### src/inc/rbs_pkg.sv
// constants for the rom bank select block
// Summary of operation
// - With address bit 13 low the fetch always goes to block one.
// - With bit 13 high, select bits 00/01/10/11 pick block 2/3/4/none.
// - An upper-half read with both select bits high returns all ones.
// - Initialize makes both select bits outputs holding zero.
// - The chosen block shows only in the upper half; others need rewrite.
package rbs_pkg;
    // ========================================
    // address layout
    localparam int RBS_LOG_AW = 14;
    localparam int RBS_PHY_AW = 15;
    localparam int RBS_HALF_BIT = 13;
    localparam int RBS_DW = 8;
    // ========================================
    // reset values and selections
    localparam logic [1:0] RBS_SEL_RESET = 2'h0;
    localparam logic [1:0] RBS_DIR_OUT = 2'h3;
    localparam logic [1:0] RBS_SEL_NONE = 2'h3;
    localparam logic [7:0] RBS_ALL_ONES = 8'hFF;
endpackage
### src/design/rbs_sel_bit.sv
// one bank-select port bit: direction and output data latch
`timescale 1ns/1ps
module rbs_sel_bit (
    // clock and reset
    input wire logic sys_clk_i,
    input wire logic nrst_i,
    input wire logic ce_i,
    // port writes
    input wire logic dir_we_i,
    input wire logic dir_d_i,
    input wire logic dat_we_i,
    input wire logic dat_d_i,
    // pin
    input wire logic pin_i,
    output logic dir_o,
    output logic dat_o,
    output logic val_o
);
    // initialize forces output mode with low data
    always_ff @(posedge sys_clk_i or negedge nrst_i) begin
        if (!nrst_i) begin
            dir_o <= 1'b1;
            dat_o <= 1'b0;
        end else if (ce_i) begin
            if (dir_we_i) begin
                dir_o <= dir_d_i;
            end
            if (dat_we_i) begin
                dat_o <= dat_d_i;
            end
        end
    end
    // input mode lets the pin level choose the bank
    assign val_o = dir_o ? dat_o : pin_i;
endmodule

### src/design/rbs_top.sv
// rom bank select: maps 16K logical rom space onto four 8K blocks
`timescale 1ns/1ps
module rbs_top #(
    parameter int LOG_AW = rbs_pkg::RBS_LOG_AW,
    parameter int DW = rbs_pkg::RBS_DW
) (
    // clock and reset
    input wire logic sys_clk_i,
    input wire logic nrst_i,
    input wire logic ce_i,
    // port b writes for bits 2 and 3 (index 0 low, 1 high)
    input wire logic [1:0] sel_dir_we_i,
    input wire logic [1:0] sel_dat_we_i,
    input wire logic [1:0] sel_dir_d_i,
    input wire logic [1:0] sel_dat_d_i,
    // select pins
    input wire logic bank_select_low_bit_i,
    input wire logic bank_select_high_bit_i,
    output logic bank_select_low_bit_o,
    output logic bank_select_high_bit_o,
    output logic bank_select_low_bit_oe_o,
    output logic bank_select_high_bit_oe_o,
    // processor side rom fetch
    input wire logic rd_i,
    input wire logic [LOG_AW-1:0] addr_i,
    output logic [DW-1:0] rd_data_o,
    output logic rd_valid_o,
    // mask rom side
    output logic [rbs_pkg::RBS_PHY_AW-1:0] rom_addr_o,
    output logic rom_rd_o,
    input wire logic [DW-1:0] rom_data_i
);
    // ========================================
    // select port bits
    logic [1:0] dir;
    logic [1:0] dat;
    logic [1:0] sel;
    logic [1:0] pin;
    assign pin = {bank_select_high_bit_i, bank_select_low_bit_i};

    // one latch per select bit keeps both bits identical in behaviour
    for (genvar i = 0; i < 2; i++) begin : g_bit
        rbs_sel_bit u_bit (
            .sys_clk_i(sys_clk_i),
            .nrst_i(nrst_i),
            .ce_i(ce_i),
            .dir_we_i(sel_dir_we_i[i]),
            .dir_d_i(sel_dir_d_i[i]),
            .dat_we_i(sel_dat_we_i[i]),
            .dat_d_i(sel_dat_d_i[i]),
            .pin_i(pin[i]),
            .dir_o(dir[i]),
            .dat_o(dat[i]),
            .val_o(sel[i])
        );
    end

    // pin drivers registered so outputs come from flops
    always_ff @(posedge sys_clk_i or negedge nrst_i) begin
        if (!nrst_i) begin
            bank_select_low_bit_o <= 1'b0;
            bank_select_high_bit_o <= 1'b0;
            bank_select_low_bit_oe_o <= 1'b1;
            bank_select_high_bit_oe_o <= 1'b1;
        end else if (ce_i) begin
            bank_select_low_bit_o <= dat[0];
            bank_select_high_bit_o <= dat[1];
            bank_select_low_bit_oe_o <= dir[0];
            bank_select_high_bit_oe_o <= dir[1];
        end
    end

    // ========================================
    // address mapping
    logic upper;
    logic [1:0] next_bank;
    logic [rbs_pkg::RBS_PHY_AW-1:0] next_addr;
    assign upper = addr_i[rbs_pkg::RBS_HALF_BIT];
    // lower half ignores select bits entirely; block two lives just
    // above block one in the physical map
    assign next_bank = upper ? 2'(sel + 2'h1) : 2'h0;
    assign next_addr = {next_bank,
                        addr_i[rbs_pkg::RBS_HALF_BIT-1:0]};

    // unmapped selection must never reach the rom
    logic hole;
    assign hole = upper && (sel == rbs_pkg::RBS_SEL_NONE);

    // stage 1: drive rom address; remember whether this read is a hole
    logic hole_q;
    always_ff @(posedge sys_clk_i or negedge nrst_i) begin
        if (!nrst_i) begin
            rom_addr_o <= '0;
            rom_rd_o <= 1'b0;
            hole_q <= 1'b0;
        end else if (ce_i) begin
            rom_addr_o <= next_addr;
            rom_rd_o <= rd_i && !hole;
            hole_q <= rd_i && hole;
        end
    end

    // stage 2: return rom data or all ones for the missing block
    always_ff @(posedge sys_clk_i or negedge nrst_i) begin
        if (!nrst_i) begin
            rd_data_o <= '0;
            rd_valid_o <= 1'b0;
        end else if (ce_i) begin
            rd_valid_o <= rom_rd_o || hole_q;
            if (hole_q) begin
                rd_data_o <= rbs_pkg::RBS_ALL_ONES;
            end else if (rom_rd_o) begin
                rd_data_o <= rom_data_i;
            end
        end
    end

    // ========================================
    // checks
    // block number field inside the physical address
    localparam int BANK_HI = rbs_pkg::RBS_PHY_AW - 1;
    localparam int BANK_LO = rbs_pkg::RBS_HALF_BIT;

    // ========================================
    // reset checks
    // judged one edge into reset, so the async clear has surely landed
    a_reset_pins: assert property (
        @(posedge sys_clk_i)
        !nrst_i ##1 !nrst_i
        |-> bank_select_low_bit_oe_o && bank_select_high_bit_oe_o
            && !bank_select_low_bit_o && !bank_select_high_bit_o)
        else $error("select pins not reset to driven low");

    // both latches come up as outputs holding zero
    a_reset_latch: assert property (
        @(posedge sys_clk_i)
        !nrst_i ##1 !nrst_i
        |-> dir == rbs_pkg::RBS_DIR_OUT && dat == rbs_pkg::RBS_SEL_RESET)
        else $error("select latches not reset");

    // no fetch may leak out of reset
    a_reset_idle: assert property (
        @(posedge sys_clk_i)
        !nrst_i ##1 !nrst_i |-> !rom_rd_o && !rd_valid_o)
        else $error("fetch active during reset");

    // ========================================
    // select port checks
    // a data strobe lands in its latch at the next edge
    a_dat_write: assert property (
        @(posedge sys_clk_i) disable iff (!nrst_i)
        ce_i && sel_dat_we_i[1] |=> dat[1] == $past(sel_dat_d_i[1]))
        else $error("select data write lost");

    // a direction strobe lands in its latch at the next edge
    a_dir_write: assert property (
        @(posedge sys_clk_i) disable iff (!nrst_i)
        ce_i && sel_dir_we_i[0] |=> dir[0] == $past(sel_dir_d_i[0]))
        else $error("select direction write lost");

    // pin enable trails the direction latch by one flop
    a_pin_follow: assert property (
        @(posedge sys_clk_i) disable iff (!nrst_i)
        ce_i |=> bank_select_high_bit_oe_o == $past(dir[1]))
        else $error("pin enable not following direction");

    // pin data trails the data latch by one flop
    a_pin_data: assert property (
        @(posedge sys_clk_i) disable iff (!nrst_i)
        ce_i |=> bank_select_low_bit_o == $past(dat[0]))
        else $error("pin data not following latch");

    // a low enable must freeze the pipeline and both latches
    a_freeze_hold: assert property (
        @(posedge sys_clk_i) disable iff (!nrst_i)
        !ce_i |=> $stable(rom_addr_o) && $stable(rom_rd_o)
            && $stable(rd_valid_o) && $stable(rd_data_o)
            && $stable(dir) && $stable(dat))
        else $error("state moved while clock enable low");

    // ========================================
    // fetch path checks
    // lower half never looks at the select bits
    a_low_half_map: assert property (
        @(posedge sys_clk_i) disable iff (!nrst_i)
        ce_i && rd_i && !upper |=> rom_addr_o[BANK_HI:BANK_LO] == 2'h0)
        else $error("lower half not mapped to block one");

    // upper half reads the block one above the select value
    a_upper_map: assert property (
        @(posedge sys_clk_i) disable iff (!nrst_i)
        ce_i && rd_i && upper && !hole |=> rom_rd_o
            && rom_addr_o[BANK_HI:BANK_LO] == 2'($past(sel) + 2'h1))
        else $error("upper half block choice wrong");

    // the hole may park the address anywhere, but never reads block one
    a_upper_only: assert property (
        @(posedge sys_clk_i) disable iff (!nrst_i)
        ce_i && rd_i && upper
        |=> (rom_rd_o && rom_addr_o[BANK_HI:BANK_LO] != 2'h0)
            || (!rom_rd_o && $past(hole)))
        else $error("upper half reached block one");

    // missing block answers all ones two edges later
    a_hole_ones: assert property (
        @(posedge sys_clk_i) disable iff (!nrst_i)
        ce_i && rd_i && hole ##1 ce_i
        |=> rd_valid_o && rd_data_o == rbs_pkg::RBS_ALL_ONES)
        else $error("missing block did not read all ones");

    // missing block never strobes the rom
    a_hole_no_rom: assert property (
        @(posedge sys_clk_i) disable iff (!nrst_i)
        ce_i && hole |=> !rom_rd_o)
        else $error("rom read during missing block");

    // offset inside the block passes through untouched
    a_low_bits: assert property (
        @(posedge sys_clk_i) disable iff (!nrst_i)
        ce_i |=> rom_addr_o[BANK_LO-1:0] == $past(addr_i[BANK_LO-1:0]))
        else $error("low address bits altered");

    // rom data is returned as it stood one edge after the strobe
    a_rom_data: assert property (
        @(posedge sys_clk_i) disable iff (!nrst_i)
        ce_i && rom_rd_o |=> rd_valid_o && rd_data_o == $past(rom_data_i))
        else $error("rom data not returned");

    // one valid pulse per read, none without one
    a_valid_pulse: assert property (
        @(posedge sys_clk_i) disable iff (!nrst_i)
        ce_i && !rom_rd_o && !hole_q |=> !rd_valid_o)
        else $error("read valid without a read");

    // ========================================
    // cover points
    // main scenarios: top block, hole, low half, pin select, freeze
    c_block4: cover property (@(posedge sys_clk_i) disable iff (!nrst_i)
        rd_i && upper && sel == 2'h2);
    c_hole: cover property (@(posedge sys_clk_i) disable iff (!nrst_i)
        rd_i && hole);
    c_low: cover property (@(posedge sys_clk_i) disable iff (!nrst_i)
        rd_i && !upper && sel == 2'h3);
    c_pin_sel: cover property (@(posedge sys_clk_i) disable iff (!nrst_i)
        rd_i && upper && dir != rbs_pkg::RBS_DIR_OUT);
    c_frozen: cover property (@(posedge sys_clk_i) disable iff (!nrst_i)
        rd_i && !ce_i && rom_rd_o);
endmodule

### config.mk
export PLATFORM = sky130hd
export DESIGN_NAME = rbs_top
export DESIGN_NICKNAME = d
export VERILOG_FILES = /design/src/inc/rbs_pkg.sv /design/src/design/rbs_sel_bit.sv /design/src/design/rbs_top.sv
export SDC_FILE = /design/constraint.sdc
export NUM_CORES = 1
export LEC_CHECK = 0
export ABC_CLOCK_PERIOD_IN_PS = 2460
export BUFFER_PORTS_ARGS = -buffer_cell sky130_fd_sc_hd__clkbuf_2
export CORE_ASPECT_RATIO = 0.7
export CORE_UTILIZATION = 47
export DETAILED_ROUTE_END_ITERATION = 6
export GPL_TIMING_DRIVEN = 1
export PLACE_DENSITY = 0.79
export SYNTH_ARGS = -nofsm -noshare
export SYNTH_HDL_FRONTEND = slang
export SYNTH_HIERARCHICAL = 1
export SYNTH_SLANG_ARGS = --single-unit
### constraint.sdc
create_clock -name sys_clk_i -period 2.46 [get_ports sys_clk_i]
set_input_delay 0 -clock sys_clk_i [delete_from_list [all_inputs] [get_ports sys_clk_i]]
set_output_delay 0 -clock sys_clk_i [all_outputs]
set_load 0.05 [all_outputs]
# Yosys cells after proc, flatten, opt, wreduce, memory -nomap -nowiden
# Cells that the tools add are included.
# op_classes
n_addsub	1
n_eq_ne	1
n_mux	5
reduce_logical	11
# op_table
operator	n
$mux W8	2
$reduce_and A2 Y1	5
$logic_and A1 B1 Y1	3
$add A2 B1 Y2 const B	1
$eq A2 B2 Y1 const B	1
$mux W1	2
$mux W2	1
$reduce_bool A2 Y1	1
$logic_not A1 Y1	1
$logic_or A1 B1 Y1	1
# totals
regBits	34
out_inout_bits	29

# Logic depth before layout (Yosys ltp)
# Gate-level depths: netlist of the first run.
# depth
ltp_word	5
depth_mapped	4

# Hierarchy
# Netlist of the first run, hierarchy kept.
# by_module_without_submodules
mod	n_inst	cells_each	area_per_inst_um2
rbs_top	1	102	1313.8
rbs_sel_bit	2	7	100.1

# Least setup slack after synthesis of the first run
# No wires, ideal clock.
# synth_path
kind	register to register
startpoint	register g_bit[0].u_bit.dir_o
endpoint	register rom_addr_o[14] (netlist bit)
setup_time_ns	0.127
arrival_time_ns	1.258
setup_slack_ns	1.075
stages_incl_launch_ff	5
n_path_buf	0
period_less_slack_ns	1.385
cell_sequence	dfstp_2 -> mux2_2 -> ha_1 -> nand3_1 -> o21ai_0
# synth_via
elab_chain_cells	3
# synth_rtl
item	line_no	source
start: declaration	rbs_sel_bit.sv:15	output logic dir_o,
start signal: assignment	rbs_sel_bit.sv:26	dir_o <= dir_d_i;
$mux W1	rbs_sel_bit.sv:34	assign val_o = dir_o ? dat_o : pin_i;
net sel[0]	rbs_top.sv:37	logic [1:0] sel;
$add A2 B1 Y2	rbs_top.sv:81	assign next_bank = upper ? 2'(sel + 2'h1) : 2'h0;
$mux W2	rbs_top.sv:81	
end signal: assignment	rbs_top.sv:97	rom_addr_o <= next_addr;
end: declaration	rbs_top.sv:29	output logic [rbs_pkg::RBS_PHY_AW-1:0] rom_addr_o,
# The timed path passes the listed nets, and every way through them passes these cells.
# A chain may end at the register's enable or synchronous reset.

# Worst setup path in the final report of the first run
# Ends and elaborated chain as after synthesis.

==> results.md, run 1 <==
* Synthesized flop and latch total at 34
* First-pass GRT wire length at approximately 5800 um
* Final setup viols at 0
* Dpl cell area at between 0.0015 and 0.002 mm^2
* Diodes inserted at 0
* First-pass DRT Iterations at 4
* Via/cell ratio at 5.03
* Commonest non-fill, non-tap cell in the layout: clkbuf_2
* Rows at 16
* Die W at around 70 um
* CTS tree: built
* Switching Fraction at approximately two fifths
* Drt drc at 0
* Slew Limit Fails at 0
* Sink Count at 34
* Part of the power in combinational logic at around a third
* Vias in the first global route at 1,327
* Area delta synth->final at 42.6%
* Reg2reg end: rom_addr_o[14]$_DFFE_PN0P_
* Flop2flop setup slack at approximately 0.94 ns
* Routability cong. at ~0.72
* Synth warnings at 6
* Clock buffer count from CTS at 5
* Synthesized Nets at ~150
* CP startpoint: g_bit[0].u_bit/dir_o$_DFFE_PN1P_
* I/O pin cnt at between 60 and 70
* CTS root buffer: clkbuf_8
* Worst-skew pair later-pin latency at ~0.28 ns
* Commonest cells after routing, fill and taps aside: 64 x clkbuf_2, 30 x dfrtp_1, 23 x dlygate4sd3_1
* Mapped Avg Cell Area at 13.1 um^2
* Die Height at approximately 50 um
* Final wirelength at ~3400 um
* Worst-margin pin slew at 0.988 ns
* GRT overflow at 0
* Flop pwr share at 39.8%
* Final WS setup at slightly above 0.9 ns
* Status: finished clean
* DP HPWL at 2140 um
* M3 GR Usage at slightly below 7%
* CP required at around 2.6 ns
* Total count of hold-check failures in the final report at 0
* Resize count post-CTS at 0
* Cell Pwr Density at approximately 860 mW/mm^2
* WL per Instance at 14.1 um
* Worst r2r path cells at 4
* Final critical-path share of the clock period at between 60% and 70%
* Share of layout cells above drive strength 1 at between 50% and 60%
* Lkg Pwr at around 1.1 nW
* GR Util met1 at roughly a quarter
* RR Startpoint: g_bit[0].u_bit/dir_o$_DFFE_PN1P_
* Util after Layout at roughly 74%
* M2 GR Usage at 38.6%
* HP Class: in -> reg
* CTS Hold Bufs at 23
* Setup_tns at 0 ns
* Via count at about 1,200
* Critical Path End: rom_addr_o[14]$_DFFE_PN0P_
* GR peak layer: met2
* Die ar. at approximately 0.0035 mm^2
* Switching Power at 719 uW
* Fin crit period at between 1.5 and 2 ns
* Fin nets at about 240
* Largest net degree at the start of global routing at between 40 and 50
* Arr. time, crit path at 1.65 ns
* Htree depth at 2
* Setup bufs post-CTS at 0
* Register clock-pin slew on the reported worst setup and hold paths at 0.07 ns
* Critical Path Fanout Max at 3
* Total routing usage reported by global routing at between 20% and 30%
* Clk buf depth at 2
* Syn Inst Count at about 120
* Initial antenna violation count at 0
* CORE AREA at between 0.002 and 0.003 mm^2
* Number of I/O port buffers at 64
* Sequential area share after synthesis at 56.5%
* DRT iter0 DRCs at a little under 70
* RSZ-0062 raised after global routing: false
* Design Area, Final at 0.00216 mm^2
* Endpoint class of the critical path: register
* Internal at between 1 and 1.5 mW
* Antenna Nets Post-Route at 0
* Synthesized area at approximately 0.0015 mm^2
* Slew HR at 34.1%
* Initial Util at ~52%
* Library cells used by synthesis at 24
* Setup WS pre-CTS at a little under 1 ns
* Setup CP Type: reg -> reg
* Fmax at about 0.66 GHz
* Max Cap Viol at 0
* Clock Skew at between 0.005 and 0.006 ns
* Startpoint types: register
* Peak VDD IR at approximately 540 uV
* Clk pwr share at between 20% and 30%
power by group through the flow:
| stage | logic [mW] | registers [mW] | clock network (mW) |
|---|---|---|---|
| 2_1_floorplan | 0.168 | 1.04 | 0 |
| 3_3_place_gp | 0.599 | 0.740 | 0 |
| 3_5_place_dp | 0.611 | 0.750 | 0 |
| 4_1_cts | 0.642 | 0.741 | 0.488 |
| 5_1_grt | 0.676 | 0.755 | 0.513 |
| 6_report | 0.638 | 0.741 | 0.484 |
stage by stage:
stage	cells	power [mW]	hold slack, ns
final	241	1.86	0.0168
after global routing	241	1.94	0.0230
after CTS	241	1.87	0.00968
after detailed placement	210	1.36	0.141
after global placement	210	1.34	0.123
after floorplan	116	1.20	-0.296
synthesized netlist by cell type:
library cell | number | share of area, %
nand3_1 | 1 | 0.33
nor4bb_1 | 3 | 2.0
nor2b_1 | 1 | 0.41
dfrtp_1 | 30 | 50
mux2_2 | 19 | 14
buf_6 | 4 | 3.0
nor4bb_2 | 1 | 1.1
nor2_1 | 8 | 2.0
dfstp_2 | 4 | 6.9
nand3b_1 | 1 | 0.50
buf_4 | 2 | 0.99
nand2_2 | 1 | 0.41
a311oi_1 | 2 | 1.2
mux2_4 | 4 | 4.0
a311oi_2 | 2 | 2.0
nand2_1 | 5 | 1.2
nor2_2 | 1 | 0.41
nor3_1 | 12 | 4.0
inv_1 | 8 | 2.0
and2_1 | 1 | 0.41
a31oi_1 | 1 | 0.41
o21ai_0 | 2 | 0.66
ha_1 | 1 | 0.83
o22ai_2 | 2 | 1.7
per-layer routing:
layer / wire (um) / up-vias
met1: 1480 / 585
met5: 0 / -
met4: 31 / 0
met2: 1740 / 35
li1: - / 587
met3: 146 / 5
critical path, cell delays in order (launching register included):
cell     delay [ns]
dfstp_2        0.54
mux2_2         0.35
ha_1           0.30
nand3_1        0.08
o21ai_0        0.10
state kept, by name (all words and copies together) (netlist names):
signal and flops:
hole_q 1, bank_select_high_bit_o 1, bank_select_low_bit_oe_o 1, rom_addr_o 15, rd_valid_o 1, g_bit.u_bit/dat_o 2
rom_rd_o 1, bank_select_high_bit_oe_o 1, g_bit.u_bit/dir_o 2, rd_data_o 8, bank_select_low_bit_o 1
layout make-up:
type / instances / area [um^2]
Multi-Input combinational cell: 68 / 568
Inverter: 8 / 30.0
Fill cell: 216 / 763
Clock buffer: 8 / 110
Tap cell: 36 / 45.0
Sequential cell: 34 / 856
Timing Repair Buffer: 87 / 551
logic make-up after synthesis:
family | Yosys count | synth area share [%]
flops | 34 | 56.5
compound gates | 9 | 5.87
mux | 23 | 18.1
fa+ha+maj | 1 | 0.826
buf+inv | 14 | 5.95
simple gates | 35 | 12.7
worst min-delay path by stage:
stage	cells after the start	endpoint	from	slack, ns
2_1_floorplan	0	bank_select_high_bit_o$_DFFE_PN0P_	nrst_i	-0.30
3_3_place_gp	1	rom_addr_o[6]$_DFFE_PN0P_	nrst_i	0.12
3_5_place_dp	1	rom_addr_o[7]$_DFFE_PN0P_	nrst_i	0.14
4_1_cts	3	hole_q$_DFFE_PN0P_	addr_i[13]	0.01
5_1_grt	3	rom_addr_o[14]$_DFFE_PN0P_	addr_i[13]	0.02
6_report	3	rom_addr_o[14]$_DFFE_PN0P_	addr_i[13]	0.02
Note: power is estimated with default switching activity, not from simulation.
==> run 2, diff against run 1 <==
--- a/config.mk
+++ b/config.mk
@@ -5,7 +5,7 @@
 export SDC_FILE = /design/constraint.sdc
 export NUM_CORES = 1
 export LEC_CHECK = 0
-export ABC_CLOCK_PERIOD_IN_PS = 2460
+export ABC_CLOCK_PERIOD_IN_PS = 1600
 export BUFFER_PORTS_ARGS = -buffer_cell sky130_fd_sc_hd__clkbuf_2
 export CORE_ASPECT_RATIO = 0.7
 export CORE_UTILIZATION = 47
==> constraint.sdc (replaced) <==
create_clock -name sys_clk_i -period 1.6 [get_ports sys_clk_i]
set_input_delay 0 -clock sys_clk_i [delete_from_list [all_inputs] [get_ports sys_clk_i]]
set_output_delay 0 -clock sys_clk_i [all_outputs]
set_load 0.05 [all_outputs]
==> run 2 against run 1 <==
Core utilization up 0.86 points. Worst hold slack better by 0.032 ns. Cell count up 1.7%. Design area up 1.2%. Non-clock buffer count up 4. Sequential share of layout area down 0.45 points. Register-to-register slack worse by 0.77 ns. Critical path type unchanged. Critical path depth unchanged. Routed wire length up 0.97%. Clock power up 30%. Power up 48%. Via count up 1.4%.
==> results.md, run 2 (same netlist as run 1, synthesis figures left out) <==
* Status: finished clean (unchanged)
* WP buf/inv at 0 (unchanged)
* Die Height at 49.5 um (unchanged)
* Initial antenna violation count at 0 (unchanged)
* Via count at 1,229 (was 1,212)
* Worst r2r path cells at 4 (unchanged)
* Cell Pwr Density at 1260 mW/mm^2 (was 863 mW/mm^2)
* Arr. time, crit path at 1.60 ns (was 1.65 ns)
* Clk pwr share at 22.8% (was 26.0%)
* Clock Skew at 0.00507 ns (was 0.00572 ns)
* Max FFs per register at 15 (unchanged)
* Die ar. at 0.00346 mm^2 (unchanged)
* Switching Power at 1.08 mW (was 719 uW)
* Final wirelength at 3430 um (was 3390 um)
* Die W at 69.8 um (unchanged)
* Routability cong. at 0.730 (was 0.722)
* Max Cap Viol at 0 (unchanged)
* Reg2reg end: rom_addr_o[14]$_DFFE_PN0P_ (unchanged)
* Design Area, Final at 0.00218 mm^2 (was 0.00216 mm^2)
* Top flop regs: rom_addr_o (15), rd_data_o (8) (unchanged)
* Htree depth at 2 (unchanged)
* Register clock-pin slew on the reported worst setup and hold paths at 0.06 ns (was 0.07 ns)
* Flop2flop setup slack at 0.16 ns (was 0.94 ns)
* Worst-margin pin slew at 0.798 ns (was 0.988 ns)
* Setup bufs post-CTS at 0 (unchanged)
* # fillers at 202 (was 216)
* I/O pin cnt at 65 (unchanged)
* Fmax at 0.695 GHz (was 0.656 GHz)
* Critical Path End: rom_addr_o[14]$_DFFE_PN0P_ (unchanged)
* DRT iter0 DRCs at 53 (was 69)
* Area delta synth->final at 44.3% (was 42.6%)
* Sink Count at 34 (unchanged)
* Commonest non-fill, non-tap cell in the layout: clkbuf_2 (unchanged)
* Final critical-path share of the clock period at 90.0% (was 62.0%)
* Clock buffer count from CTS at 5 (unchanged)
* CTS root buffer: clkbuf_8 (unchanged)
* Final WS setup at 0.161 ns (was 0.935 ns)
* Commonest cells after routing, fill and taps aside: 64 x clkbuf_2, 30 x dfrtp_1, 24 x dlygate4sd3_1 (was 64 x clkbuf_2, 30 x dfrtp_1, 23 x dlygate4sd3_1)
* Fin nets at 245 (was 241)
* Slowest cell on crit path: dfstp_2 (unchanged)
* Flop pwr share at 41.0% (was 39.8%)
* Util after Layout at 74.7% (was 73.9%)
* First-pass DRT Iterations at 4 (unchanged)
* Peak VDD IR at 650 uV (was 538 uV)
* Lkg Pwr at 1.07 nW (was 1.06 nW)
* DP HPWL at 2340 um (was 2140 um)
* RR Startpoint: g_bit[0].u_bit/dir_o$_DFFE_PN1P_ (unchanged)
* Slew HR at 46.8% (was 34.1%)
* Non-filler instance count after layout at 245 (was 241)
* Vias in the first global route at 1,329 (was 1,327)
* Clk buf depth at 2 (unchanged)
* Dpl cell area at 0.00185 mm^2 (was 0.00182 mm^2)
* Via/cell ratio at 5.02 (was 5.03)
* Top delay family on crit path: flip-flops (unchanged)
* Diodes inserted at 0 (unchanged)
* Placed Instances at 213 (was 210)
* Startpoint types: register (unchanged)
* Slew Limit Fails at 0 (unchanged)
* Setup CP Type: reg -> reg (unchanged)
* Total count of hold-check failures in the final report at 0 (unchanged)
* RSZ-0062 raised after global routing: false (unchanged)
* Final setup viols at 0 (unchanged)
* Internal at 1.69 mW (was 1.14 mW)
* Number of I/O port buffers at 64 (unchanged)
* Fin crit period at 1.44 ns (was 1.52 ns)
* Endpoint class of the critical path: register (unchanged)
* Worst-skew pair later-pin latency at 0.27 ns (was 0.28 ns)
* Setup WS pre-CTS at 0.168 ns (was 0.960 ns)
* Antenna Nets Post-Route at 0 (unchanged)
* Largest net degree at the start of global routing at 35 (was 47)
* Switching Fraction at 38.9% (was 38.6%)
* First-pass GRT wire length at 5840 um (was 5820 um)
* Critical Path Fanout Max at 3 (unchanged)
* Worst stage delay on the critical path at 0.55 ns (was 0.54 ns)
* Reg with most FFs: rom_addr_o (unchanged)
* Share of layout cells above drive strength 1 at 51.2% (was 51.7%)
* Critical Path Stages at 4 (unchanged)
* WL per Instance at 14.0 um (was 14.1 um)
* HP Class: in -> reg (unchanged)
* Initial Util at 51.8% (unchanged)
* GRT overflow at 0 (unchanged)
* CP startpoint: g_bit[0].u_bit/dir_o$_DFFE_PN1P_ (unchanged)
* Total routing usage reported by global routing at 22.1% (was 21.8%)
* Worst path cell trace: mux2_2 -> ha_1 -> nand3_1 -> o21ai_0 (unchanged)
* CORE AREA at 0.00292 mm^2 (unchanged)
* Rows at 16 (unchanged)
* CP required at 1.76 ns (was 2.59 ns)
* CTS tree: built (unchanged)
* Setup_tns at 0 ns (unchanged)
* Drt drc at 0 (unchanged)
* Part of the power in combinational logic at 36.2% (was 34.3%)
-- run 2: how the worst min path moves through the flow --
stage | start | endpoint | slack [ns] | depth (start not counted)
6_report | sel_dat_we_i[0] | g_bit[0].u_bit/dat_o$_DFFE_PN0P_ | 0.05 | 3
5_1_grt | sel_dir_we_i[1] | g_bit[1].u_bit/dir_o$_DFFE_PN1P_ | 0.06 | 3
4_1_cts | sel_dat_we_i[0] | g_bit[0].u_bit/dat_o$_DFFE_PN0P_ | 0.04 | 3
3_5_place_dp | nrst_i | rom_addr_o[12]$_DFFE_PN0P_ | 0.14 | 1
3_3_place_gp | nrst_i | rom_addr_o[6]$_DFFE_PN0P_ | 0.12 | 1
2_1_floorplan | nrst_i | bank_select_high_bit_o$_DFFE_PN0P_ | -0.30 | 0
-- run 2: metal layers --
layer	vias to the layer above	global-route usage [%]	share of wire, %
li1	585	-	-
met1	594	25.0	40
met2	46	38.8	53
met3	4	6.54	5.9
met4	0	10.0	1.2
met5	-	0	0
-- run 2: what timing repair did --
action / CTS / global route
gates resized for setup: 0 / 0
hold endpoints to repair: 54 / 0
setup endpoints to repair: 0 / 0
hold buffers: 24 / 0
-- run 2: final cells by class --
type,count,area [um^2],area share (%)
inverter,8,30.0,1.37
multi-input combinational,68,568,26.0
timing repair buffer,91,596,27.3
tap,36,45.0,2.06
sequential,34,856,39.2
clock buffer,8,90.1,4.12
-- run 2: worst min-delay path: cells and delay by family --
kind	cells	cell delay, ns
muxes	1	0.14
buffers and inverters	1	0.08
and+or+nand+nor	1	0.06
-- run 2: power groups by stage --
| stage | logic, mW | registers [mW] | clock network [mW] |
|---|---|---|---|
| 3_5_place_dp | 0.957 | 1.15 | 0 |
| 3_3_place_gp | 0.937 | 1.13 | 0 |
| 2_1_floorplan | 0.258 | 1.59 | 0 |
| 4_1_cts | 1.01 | 1.13 | 0.651 |
| 5_1_grt | 1.05 | 1.16 | 0.681 |
| 6_report | 1.00 | 1.13 | 0.629 |
-- run 2: per-stage QoR --
stage | total power [mW] | hold slack [ns]
CTS | 2.79 | 0.0418
global placement | 2.07 | 0.117
finish | 2.76 | 0.0487
floorplan | 1.85 | -0.296
detailed placement | 2.10 | 0.137
global route | 2.89 | 0.0617
